--- src/design/sbr_pkg.sv ---
// Notes on behaviour
// - first-generation sync bus inputs toggle no faster than 1 kHz
// - first-generation bus pulse seen only if held at least 100 us
// - first-generation card refuses bus input driven by second generation
// - fast-port-only first generation: four bus inputs and four outputs
// - first generation with slow port: two bus inputs, three outputs
// - first-generation backplane form factor lacks general line 6
// - transceiver event: port one to even lines, port two to odd
// - desktop-bus second generation lacks backplane star and ref clock
// - pc-card second generation lacks oscillator output, star and clock
// - pc-card parts lack general lines 4, 5 and 6
// - general line source drives only realign clock or start trigger
// - gen two: clock line and ref clock drive timebase; star to start
// - realign clock drives general line or start; start event to line
// - gen two: oscillator to clock line; receive and transceiver events
// - legality judged per generation with a validity mark per pair
// - unconnected master timebase falls back to local oscillator
// - start trigger fires on first rising edge of its source
// - each realign clock rising edge aligns the local timebase
package sbr_pkg;

	// source terminal codes
	localparam logic [3:0] SRC_LINE     = 4'h0;
	localparam logic [3:0] SRC_CLKLINE  = 4'h1;
	localparam logic [3:0] SRC_STAR     = 4'h2;
	localparam logic [3:0] SRC_REFCLK   = 4'h3;
	localparam logic [3:0] SRC_OSC      = 4'h4;
	localparam logic [3:0] SRC_REALIGN  = 4'h5;
	localparam logic [3:0] SRC_RXEV     = 4'h6;
	localparam logic [3:0] SRC_XCVREV   = 4'h7;
	localparam logic [3:0] SRC_STARTEV  = 4'h8;
	// destination terminal codes
	localparam logic [2:0] DST_LINE     = 3'h0;
	localparam logic [2:0] DST_CLKLINE  = 3'h1;
	localparam logic [2:0] DST_TIMEBASE = 3'h2;
	localparam logic [2:0] DST_REALIGN  = 3'h3;
	localparam logic [2:0] DST_START    = 3'h4;

	localparam logic [1:0] FF_DESKTOP   = 2'h0;
	localparam logic [1:0] FF_BACKPLANE = 2'h1;
	localparam logic [1:0] FF_PCCARD    = 2'h2;

	// line-count limits for first generation
	localparam logic [2:0] FAST_IN_MAX  = 3'h4;
	localparam logic [2:0] FAST_OUT_MAX = 3'h4;
	localparam logic [2:0] SLOW_IN_MAX  = 3'h2;
	localparam logic [2:0] SLOW_OUT_MAX = 3'h3;

	// register offsets (APB byte addresses)
	localparam logic [7:0] OFF_CFG      = 8'h00;
	localparam logic [7:0] OFF_CMD      = 8'h04;
	localparam logic [7:0] OFF_STATUS   = 8'h08;
	localparam logic [7:0] OFF_LINE_IN  = 8'h0C;
	localparam logic [7:0] OFF_LINE_OUT = 8'h10;

	// cfg fields
	localparam int CFG_GEN2_BIT  = 0;
	localparam int CFG_SLOW_BIT  = 1;
	localparam int CFG_PORT2_BIT = 2;
	localparam int CFG_FF_LSB    = 4;
	localparam logic [31:0] CFG_RESET = 32'h0000_0000;
	// cmd fields: [3:0] src, [6:4] src line, [10:8] dst, [14:12] dst line,
	// [16] 1=connect 0=disconnect
	localparam int CMD_SRC_LSB  = 0;
	localparam int CMD_SLN_LSB  = 4;
	localparam int CMD_DST_LSB  = 8;
	localparam int CMD_DLN_LSB  = 12;
	localparam int CMD_CONN_BIT = 16;

	// timing
	localparam real CLK_NS         = 5.0;
	localparam real MIN_PULSE_US   = 100.0;
	localparam real MIN_PERIOD_US  = 1000.0;
	localparam int  MIN_PULSE_CYC  = int'($ceil(MIN_PULSE_US * 1000.0 / CLK_NS));
	localparam int  MIN_PERIOD_CYC = int'($ceil(MIN_PERIOD_US * 1000.0 / CLK_NS));

	typedef struct packed {
		logic [3:0] src;
		logic [2:0] src_line;
		logic [2:0] dst;
		logic [2:0] dst_line;
		logic       connect;
	} sbr_cmd_t;

endpackage : sbr_pkg

--- src/design/sbr_router.sv ---
`timescale 1ns/10ps
`default_nettype none
module sbr_router #(
	parameter int PULSE_CYC  = sbr_pkg::MIN_PULSE_CYC,
	parameter int PERIOD_CYC = sbr_pkg::MIN_PERIOD_CYC
) (
	input  wire logic        I_CORE_CLK,
	input  wire logic        I_RESET,
	input  wire logic        PSEL,
	input  wire logic        PENABLE,
	input  wire logic        PWRITE,
	input  wire logic [7:0]  PADDR,
	input  wire logic [31:0] PWDATA,
	output logic      [31:0] PRDATA,
	output logic             PREADY,
	output logic             PSLVERR,
	input  wire logic [7:0]  I_SYNC_LINE,
	input  wire logic        I_STAR,
	input  wire logic        I_REF_CLK,
	input  wire logic        I_OSC,
	input  wire logic        I_RX_EVENT,
	input  wire logic        I_XCVR_EVENT,
	output logic      [7:0]  O_SYNC_LINE,
	output logic      [7:0]  O_SYNC_LINE_OE_N,
	output logic             O_TIMEBASE,
	output logic             O_TIMEBASE_EXT,
	output logic             O_REALIGN,
	output logic             O_START
);

	// ****************************************************
	// pin synchronisers
	// ****************************************************
	logic [12:0] meta_q;
	logic [12:0] sync_q;
	always_ff @(posedge I_CORE_CLK) begin
		meta_q <= {I_OSC, I_XCVR_EVENT, I_RX_EVENT, I_REF_CLK, I_STAR,
			I_SYNC_LINE};
		sync_q <= meta_q;
	end
	wire logic [7:0] line_s = sync_q[7:0];
	wire logic star_s = sync_q[8];
	wire logic ref_s  = sync_q[9];
	wire logic rx_s   = sync_q[10];
	wire logic xcvr_s = sync_q[11];
	wire logic osc_s  = sync_q[12];

	// ****************************************************
	// registers
	// ****************************************************
	logic [31:0] cfg_q;
	logic [7:0]  line_in_q;
	logic [7:0]  line_out_q;
	logic [3:0]  out_src_q [0:7];
	logic [2:0]  tb_src_q;
	logic [2:0]  re_src_q;
	logic [2:0]  st_src_q;
	logic [2:0]  re_line_q;
	logic [2:0]  st_line_q;
	logic        err_q;

	wire logic gen2  = cfg_q[sbr_pkg::CFG_GEN2_BIT];
	wire logic slow  = cfg_q[sbr_pkg::CFG_SLOW_BIT];
	wire logic port2 = cfg_q[sbr_pkg::CFG_PORT2_BIT];
	wire logic [1:0] ff = cfg_q[sbr_pkg::CFG_FF_LSB +: 2];

	function automatic logic [2:0] popcnt(input logic [7:0] v);
		logic [2:0] n;
		n = 3'h0;
		for (int k = 0; k < 7; k++) begin
			n = n + {2'h0, v[k]};
		end
		return n;
	endfunction : popcnt

	// line available on this card (general lines only)
	function automatic logic line_ok(input logic [2:0] ln,
		input logic g2, input logic [1:0] f);
		logic ok;
		ok = (ln != 3'h7);
		// backplane gen one lacks line 6
		if (!g2 && f == sbr_pkg::FF_BACKPLANE && ln == 3'h6)
			ok = 1'b0;
		// pc-card lacks lines 4 to 6
		if (f == sbr_pkg::FF_PCCARD && ln >= 3'h4)
			ok = 1'b0;
		return ok;
	endfunction : line_ok

	sbr_pkg::sbr_cmd_t cmd;
	logic legal;
	always_comb begin
		cmd.src      = PWDATA[sbr_pkg::CMD_SRC_LSB +: 4];
		cmd.src_line = PWDATA[sbr_pkg::CMD_SLN_LSB +: 3];
		cmd.dst      = PWDATA[sbr_pkg::CMD_DST_LSB +: 3];
		cmd.dst_line = PWDATA[sbr_pkg::CMD_DLN_LSB +: 3];
		cmd.connect  = PWDATA[sbr_pkg::CMD_CONN_BIT];
		legal = 1'b0;
		unique case (cmd.src)
			// general line only to realign or start
			sbr_pkg::SRC_LINE:
				legal = (cmd.dst == sbr_pkg::DST_REALIGN
					|| cmd.dst == sbr_pkg::DST_START)
					&& line_ok(cmd.src_line, gen2, ff)
					// gen one refuses fast bus input
					&& !(!gen2 && PWDATA[31]);
			sbr_pkg::SRC_CLKLINE:
				legal = gen2 && cmd.dst == sbr_pkg::DST_TIMEBASE;
			sbr_pkg::SRC_STAR:
				legal = gen2 && cmd.dst == sbr_pkg::DST_START
					&& ff == sbr_pkg::FF_BACKPLANE;
			// star and ref clock only on backplane
			sbr_pkg::SRC_REFCLK:
				legal = gen2 && cmd.dst == sbr_pkg::DST_TIMEBASE
					&& ff == sbr_pkg::FF_BACKPLANE;
			// oscillator to clock line; not on pc-card
			sbr_pkg::SRC_OSC:
				legal = gen2 && cmd.dst == sbr_pkg::DST_CLKLINE
					&& ff != sbr_pkg::FF_PCCARD;
			sbr_pkg::SRC_REALIGN:
				legal = cmd.dst == sbr_pkg::DST_START
					|| (cmd.dst == sbr_pkg::DST_LINE
					&& line_ok(cmd.dst_line, gen2, ff));
			sbr_pkg::SRC_RXEV:
				legal = gen2 && (cmd.dst == sbr_pkg::DST_START
					|| (cmd.dst == sbr_pkg::DST_LINE
					&& line_ok(cmd.dst_line, gen2, ff)));
			sbr_pkg::SRC_XCVREV:
				legal = gen2 && cmd.dst == sbr_pkg::DST_LINE
					&& line_ok(cmd.dst_line, gen2, ff)
					&& (cmd.dst_line[0] == port2);
			sbr_pkg::SRC_STARTEV:
				legal = cmd.dst == sbr_pkg::DST_LINE
					&& line_ok(cmd.dst_line, gen2, ff);
			default:
				legal = 1'b0;
		endcase
		if (!gen2 && cmd.connect) begin
			if (cmd.src == sbr_pkg::SRC_LINE && !line_in_q[cmd.src_line]
				&& popcnt(line_in_q) >= (slow ? sbr_pkg::SLOW_IN_MAX
				: sbr_pkg::FAST_IN_MAX))
				legal = 1'b0;
			if (cmd.dst == sbr_pkg::DST_LINE && !line_out_q[cmd.dst_line]
				&& popcnt(line_out_q) >= (slow ? sbr_pkg::SLOW_OUT_MAX
				: sbr_pkg::FAST_OUT_MAX))
				legal = 1'b0;
		end
	end

	wire logic acc   = PSEL && PENABLE && !PREADY;
	wire logic wr    = acc && PWRITE;
	wire logic cmd_w = wr && PADDR == sbr_pkg::OFF_CMD;

	// ****************************************************
	// bus slave
	// ****************************************************
	// one wait state: answer on second access cycle
	always_ff @(posedge I_CORE_CLK) begin
		if (I_RESET) begin
			PREADY  <= 1'b0;
			PSLVERR <= 1'b0;
			PRDATA  <= 32'h0000_0000;
			cfg_q   <= sbr_pkg::CFG_RESET;
		end else begin
			PREADY  <= acc;
			PSLVERR <= 1'b0;
			PRDATA  <= 32'h0000_0000;
			if (acc) begin
				unique case (PADDR)
					sbr_pkg::OFF_CFG: PRDATA <= cfg_q;
					sbr_pkg::OFF_CMD: PRDATA <= 32'h0000_0000;
					sbr_pkg::OFF_STATUS:
						PRDATA <= {24'h0, O_START, O_REALIGN,
							tb_src_q != 3'h0, 4'h0, err_q};
					sbr_pkg::OFF_LINE_IN: PRDATA <= {24'h0, line_in_q};
					sbr_pkg::OFF_LINE_OUT: PRDATA <= {24'h0, line_out_q};
					default: PSLVERR <= 1'b1;
				endcase
				if (wr && PADDR == sbr_pkg::OFF_CFG)
					cfg_q <= PWDATA;
				// illegal request flagged as bus error
				if (cmd_w && cmd.connect && !legal)
					PSLVERR <= 1'b1;
			end
		end
	end

	// ****************************************************
	// routing table
	// ****************************************************
	always_ff @(posedge I_CORE_CLK) begin
		if (I_RESET) begin
			err_q      <= 1'b0;
			line_in_q  <= 8'h00;
			line_out_q <= 8'h00;
			tb_src_q   <= 3'h0;
			re_src_q   <= 3'h0;
			st_src_q   <= 3'h7;
			re_line_q  <= 3'h0;
			st_line_q  <= 3'h0;
			for (int k = 0; k < 8; k++)
				out_src_q[k] <= 4'hF;
		end else if (cmd_w && !cmd.connect) begin
			err_q <= 1'b0;
			if (cmd.dst == sbr_pkg::DST_LINE) begin
				out_src_q[cmd.dst_line] <= 4'hF;
				line_out_q[cmd.dst_line] <= 1'b0;
			end
			if (cmd.dst == sbr_pkg::DST_CLKLINE)
				out_src_q[7] <= 4'hF;
			if (cmd.dst == sbr_pkg::DST_TIMEBASE)
				tb_src_q <= 3'h0;
			if (cmd.dst == sbr_pkg::DST_REALIGN)
				re_src_q <= 3'h0;
			if (cmd.dst == sbr_pkg::DST_START)
				st_src_q <= 3'h7;
			if (cmd.src == sbr_pkg::SRC_LINE)
				line_in_q[cmd.src_line] <= 1'b0;
		end else if (cmd_w) begin
			err_q <= !legal;
			if (legal) begin
				if (cmd.src == sbr_pkg::SRC_LINE)
					line_in_q[cmd.src_line] <= 1'b1;
				unique case (cmd.dst)
					sbr_pkg::DST_LINE: begin
						out_src_q[cmd.dst_line] <= cmd.src;
						line_out_q[cmd.dst_line] <= 1'b1;
					end
					sbr_pkg::DST_CLKLINE: out_src_q[7] <= cmd.src;
					sbr_pkg::DST_TIMEBASE:
						tb_src_q <= (cmd.src == sbr_pkg::SRC_REFCLK)
							? 3'h2 : 3'h1;
					sbr_pkg::DST_REALIGN: begin
						re_src_q  <= 3'h1;
						re_line_q <= cmd.src_line;
					end
					sbr_pkg::DST_START: begin
						st_src_q  <= cmd.src[2:0];
						st_line_q <= cmd.src_line;
					end
					default: err_q <= 1'b1;
				endcase
			end
		end
	end

	// ****************************************************
	// slow-input qualification for first generation
	// ****************************************************
	// pulse must stay high 100 us; edges spaced 1 ms
	logic [7:0]  qual_q;
	logic [31:0] hi_cnt_q [0:7];
	logic [31:0] gap_cnt_q [0:7];
	always_ff @(posedge I_CORE_CLK) begin
		for (int k = 0; k < 8; k++) begin
			if (I_RESET) begin
				qual_q[k]    <= 1'b0;
				hi_cnt_q[k]  <= 32'h0;
				gap_cnt_q[k] <= 32'h0;
			end else begin
				hi_cnt_q[k] <= line_s[k] ? hi_cnt_q[k] + 32'h1 : 32'h0;
				if (gap_cnt_q[k] < 32'(PERIOD_CYC))
					gap_cnt_q[k] <= gap_cnt_q[k] + 32'h1;
				if (!line_s[k])
					qual_q[k] <= 1'b0;
				else if (hi_cnt_q[k] + 32'h1 >= 32'(PULSE_CYC)
					&& gap_cnt_q[k] >= 32'(PERIOD_CYC) && !qual_q[k]) begin
					qual_q[k]    <= 1'b1;
					gap_cnt_q[k] <= 32'h0;
				end
			end
		end
	end
	wire logic [7:0] line_eff = gen2 ? line_s : qual_q;

	// ****************************************************
	// terminal outputs
	// ****************************************************
	logic realign_src;
	logic start_src;
	logic start_prev_q;
	logic started_q;
	logic realign_prev_q;
	always_comb begin
		realign_src = re_src_q != 3'h0 && line_eff[re_line_q];
		unique case (st_src_q)
			3'h0: start_src = line_eff[st_line_q];
			3'h2: start_src = star_s;
			3'h5: start_src = O_REALIGN;
			3'h6: start_src = rx_s;
			default: start_src = 1'b0;
		endcase
	end

	always_ff @(posedge I_CORE_CLK) begin
		if (I_RESET) begin
			O_REALIGN    <= 1'b0;
			O_START      <= 1'b0;
			O_TIMEBASE   <= 1'b0;
			O_TIMEBASE_EXT <= 1'b0;
			start_prev_q <= 1'b0;
			started_q    <= 1'b0;
			realign_prev_q <= 1'b0;
			O_SYNC_LINE  <= 8'h00;
			O_SYNC_LINE_OE_N <= 8'hFF;
		end else begin
			realign_prev_q <= realign_src;
			O_REALIGN <= realign_src && !realign_prev_q;
			start_prev_q <= start_src;
			// first rising edge only; set wins over the clear
			if (start_src && !start_prev_q)
				started_q <= 1'b1;
			else if (cmd_w)
				started_q <= 1'b0;
			O_START <= started_q;
			O_TIMEBASE_EXT <= tb_src_q != 3'h0;
			O_TIMEBASE <= (tb_src_q == 3'h2) ? ref_s
				: (tb_src_q == 3'h1) ? line_s[7] : osc_s;
			for (int k = 0; k < 8; k++) begin
				O_SYNC_LINE_OE_N[k] <= out_src_q[k] == 4'hF;
				unique case (out_src_q[k])
					sbr_pkg::SRC_OSC:     O_SYNC_LINE[k] <= osc_s;
					sbr_pkg::SRC_REALIGN: O_SYNC_LINE[k] <= O_REALIGN;
					sbr_pkg::SRC_RXEV:    O_SYNC_LINE[k] <= rx_s;
					sbr_pkg::SRC_XCVREV:  O_SYNC_LINE[k] <= xcvr_s;
					sbr_pkg::SRC_STARTEV: O_SYNC_LINE[k] <= started_q;
					default:              O_SYNC_LINE[k] <= 1'b0;
				endcase
			end
		end
	end

endmodule : sbr_router
`default_nettype wire

--- config.mk ---
export PLATFORM = sky130hd
export DESIGN_NAME = sbr_router
export DESIGN_NICKNAME = d
export VERILOG_FILES = /design/src/design/sbr_pkg.sv /design/src/design/sbr_router.sv
export SDC_FILE = /design/constraint.sdc
export NUM_CORES = 1
export LEC_CHECK = 0
export BUFFER_PORTS_ARGS = -buffer_cell sky130_fd_sc_hd__buf_2
export CAP_MARGIN = 25
export CORE_AREA = 4 4 276 278
export CTS_BUF_LIST = sky130_fd_sc_hd__clkbuf_16
export CTS_CLUSTER_DIAMETER = 40
export DETAILED_ROUTE_END_ITERATION = 7
export DIE_AREA = 0 0 280 282
export HOLD_SLACK_MARGIN = 0.06
export PLACE_DENSITY = 0.66
export REMOVE_ABC_BUFFERS = 1
export SYNTH_ARGS = -nofsm -noshare
export SYNTH_HDL_FRONTEND = slang
export SYNTH_SLANG_ARGS = --single-unit
--- constraint.sdc ---
create_clock -name I_CORE_CLK -period 5.1 [get_ports I_CORE_CLK]
set_input_delay 0 -clock I_CORE_CLK [delete_from_list [all_inputs] [get_ports I_CORE_CLK]]
set_output_delay 0 -clock I_CORE_CLK [all_outputs]
set_load 0.02 [all_outputs]
==> flow_summary.json <==
{
  "timing.fmax_ghz": 0.209,
  "dp_cells": 4454,
  "fill_cells": 6568,
  "pwr-share-clk_pct": 53.0,
  "ctsResizeCount": 0,
  "grt_antenna_before_repair": 5,
  "relSlewSlack_pct": 35.8,
  "clockBufferDepth": 3,
  "regArea_um2": 16800,
  "synth_cells": 3383,
  "ys_ff_latch": 696,
  "period_share_pct": 93.6,
  "yosysWarnings": 0,
  "routedWlPerCell_um": 14.7,
  "cp_data_arrival_time_ns": 5.07,
  "drc": 0,
  "holdWs_ns": 0.157,
  "finalNetCount": 3776,
  "drive_above_1_share_pct": 10.7,
  "drtIter0Drc": 1624,
  "grt_max_degree": 49,
  "drtPass1Iterations": 5,
  "cts_sinks": 696,
  "rsz0062_at_grt": "false",
  "core-area_um2": 73900,
  "finalHoldViolCount": 0,
  "start_util_pct": 44.4,
  "p_leak_nw": 13.9,
  "startpoint_type": "flip-flop",
  "p_comb_share_pct": 2.6,
  "die_x_um": 280,
  "drv_cap": 0,
  "multi_input_comb_area_um2": 15600,
  "worstHoldPathType": "in2reg",
  "seq_area_frac_synth_pct": 51.2,
  "fin_crit_ns": 4.77,
  "stdcell_count": 4738,
  "outcome": "finished clean",
  "crit_required_ns": 5.40,
  "numPortBuffers": 111,
  "p_sw_share_pct": 22.4,
  "min_from": "PWDATA[21]",
  "vdd_drop_max_v": 0.000291,
  "setup_viol": 0,
  "gp_congestion": 0.870,
  "finalClockSkew_ns": 0.0314,
  "first_global_vias": 23831,
  "worst-path-max-fanout": 23,
  "cts_tree": "built",
  "dpl.hpwl_um": 46200,
  "powerDensity_nw_per_um2": 346,
  "avgSynthCellArea_um2": 9.71,
  "die_h_um": 282,
  "row_count": 100,
  "grt_usage_pct": 17.4,
  "ys_types": 85,
  "drtAntennaViolNets": 0,
  "numCtsBuffers": 104,
  "synthFlopType": "dfxtp_1",
  "htreeDepth": 3,
  "critPathCaptureType": "flip-flop",
  "crit_type": "reg2reg",
  "syn_area_um2": 32900,
  "clk_pin_slew_ns": 0.06,
  "grt-ovfl-total": 0,
  "p_switching_mw": 3.04,
  "clockRootBuffer": "clkbuf_16",
  "clk_latency_ns": 0.65,
  "syn_to_final_growth_pct": 19.5,
  "power_mw": 13.6,
  "worstMarginPinSlew_ns": 0.955,
  "io_pins": 112,
  "async_flop_share_pct": 0,
  "viasPerCell": 5.27,
  "vias": 24960,
  "drv_slew": 0,
  "drt_wl_total_um": 69700,
  "p_int_mw": 10.5,
  "sequentialPowerShare_pct": 44.4,
  "dieArea_um2": 79000,
  "grt_pass1_wl_um": 117000,
  "fin_setup_tns_ns": 0,
  "synth_edf_count": 288
}
-- kinds of logic after synthesis --
family / count (synthesis) / synth area share (%)
adder cells (fa/ha/maj): 44 / 1.86
XOR/XNOR: 361 / 9.62
AND/OR/NAND/NOR: 1621 / 24.5
buffers and inverters: 228 / 2.67
AO/OA/AOI/OAI: 364 / 7.41
flip-flops: 696 / 51.2
other: 2 / 0.0229
multiplexers: 67 / 2.72
-- synth_stat cells (all sizes together) (30+ instances only) --
library cell | n | area (um^2)
inv | 77 | 289
o21ai | 59 | 295
or3 | 32 | 200
clkbuf | 131 | 493
nand4 | 126 | 801
nor2 | 512 | 1920
xor2 | 211 | 1850
and2 | 30 | 190
edfxtp | 288 | 8650
dfxtp | 408 | 8170
nand2 | 313 | 1170
a21oi | 102 | 510
nor3 | 67 | 340
xnor2 | 150 | 1310
nor4 | 82 | 556
and3 | 128 | 801
nand3 | 177 | 886
ha | 36 | 450
-- power groups by stage --
stage | Combinational [mW] | Clock (mW) | Sequential (mW)
4_1_cts | 0.355 | 7.37 | 6.03
6_report | 0.355 | 7.20 | 6.03
2_1_floorplan | 0.165 | 0 | 6.13
3_3_place_gp | 0.293 | 0 | 6.14
3_5_place_dp | 0.312 | 0 | 6.15
5_1_grt | 0.394 | 7.64 | 6.05
-- path summary, 6_finish.rpt --
kind,to,slack (ns),depth (start not counted)
worst max-delay path,out_src_q[7][3],0.33,17
worst min-delay path,cfg_q[21],0.16,4
worst max register to register,out_src_q[7][3],0.33,17
worst min register to register,sync_q[12],0.31,0
-- cell type report --
cell class	count	area share, %
clock inverter	91	2.36
inverter	77	0.736
timing repair buffer	225	4.49
multi-input combinational	2570	39.7
tap	969	3.09
clock buffer	107	6.82
antenna	3	0.0191
sequential	696	42.8
-- critical path: stages, from the launching register on --
cell	delay, ns
dfxtp_1	0.34
fa_1	0.54
inv_1	0.05
fa_1	0.48
inv_1	0.05
fa_1	0.37
fa_1	0.49
inv_1	0.04
ha_1	0.26
inv_1	0.05
o21ai_0	0.09
a21oi_1	0.17
o41ai_1	0.10
a211oi_2	0.33
and2_4	0.37
nor3_1	0.14
buf_4	0.21
a21oi_1	0.35
-- layer usage --
metal  GRT usage, %  up-vias  wire [um]
met5              0        -         12
met3           3.40      136       3280
li1               -    12604          -
met2           27.9      458      31900
met1           23.8    11760      32700
met4           5.71        2       1810
-- per-stage QoR --
step,area (um^2),utilization [%],setup WS [ns]
3_3_place_gp,34600,46.8,0.299
2_1_floorplan,32700,-,0.453
4_1_cts,39300,53.1,0.179
6_report,39300,53.1,0.325
3_5_place_dp,34800,47.1,0.176
5_1_grt,39300,53.1,0.0843
-- flip-flops by register name (all words and copies together), names as in the netlist, 13 cells and up, named ones only --
signal,flops
sync_q,13
hi_cnt_q,256
gap_cnt_q,256
meta_q,13
out_src_q,32
PRDATA,32
cfg_q,32
-- layout by cell type (no fill, tap or decap), types with 28 or more instances in the layout --
master         synthesis  final
a21oi_1              102    101
inv_1                 77     86
nor2_1               512    512
nand2_1              313    313
buf_2                  8    111
nor4_1                78     78
xor2_1               211    211
xnor2_1              150    150
clkbuf_16              0    107
or3_1                 32     32
nand4_1              124    124
edfxtp_1             288    288
ha_1                  36     36
and3_1               128    128
dlygate4sd3_1          0     81
nor3_1                66     65
dfxtp_1              408    408
o21ai_0               58     58
nand3_1              177    177
mux2_2                28     28
conb_1                 2    113
-- timing repair --
action,in CTS,in global routing
endpoints found under the hold margin,150,0
setup buffers,0,2
endpoints found under the setup margin,0,4
hold buffers,81,0
Power figures use the tool's default switching activity.
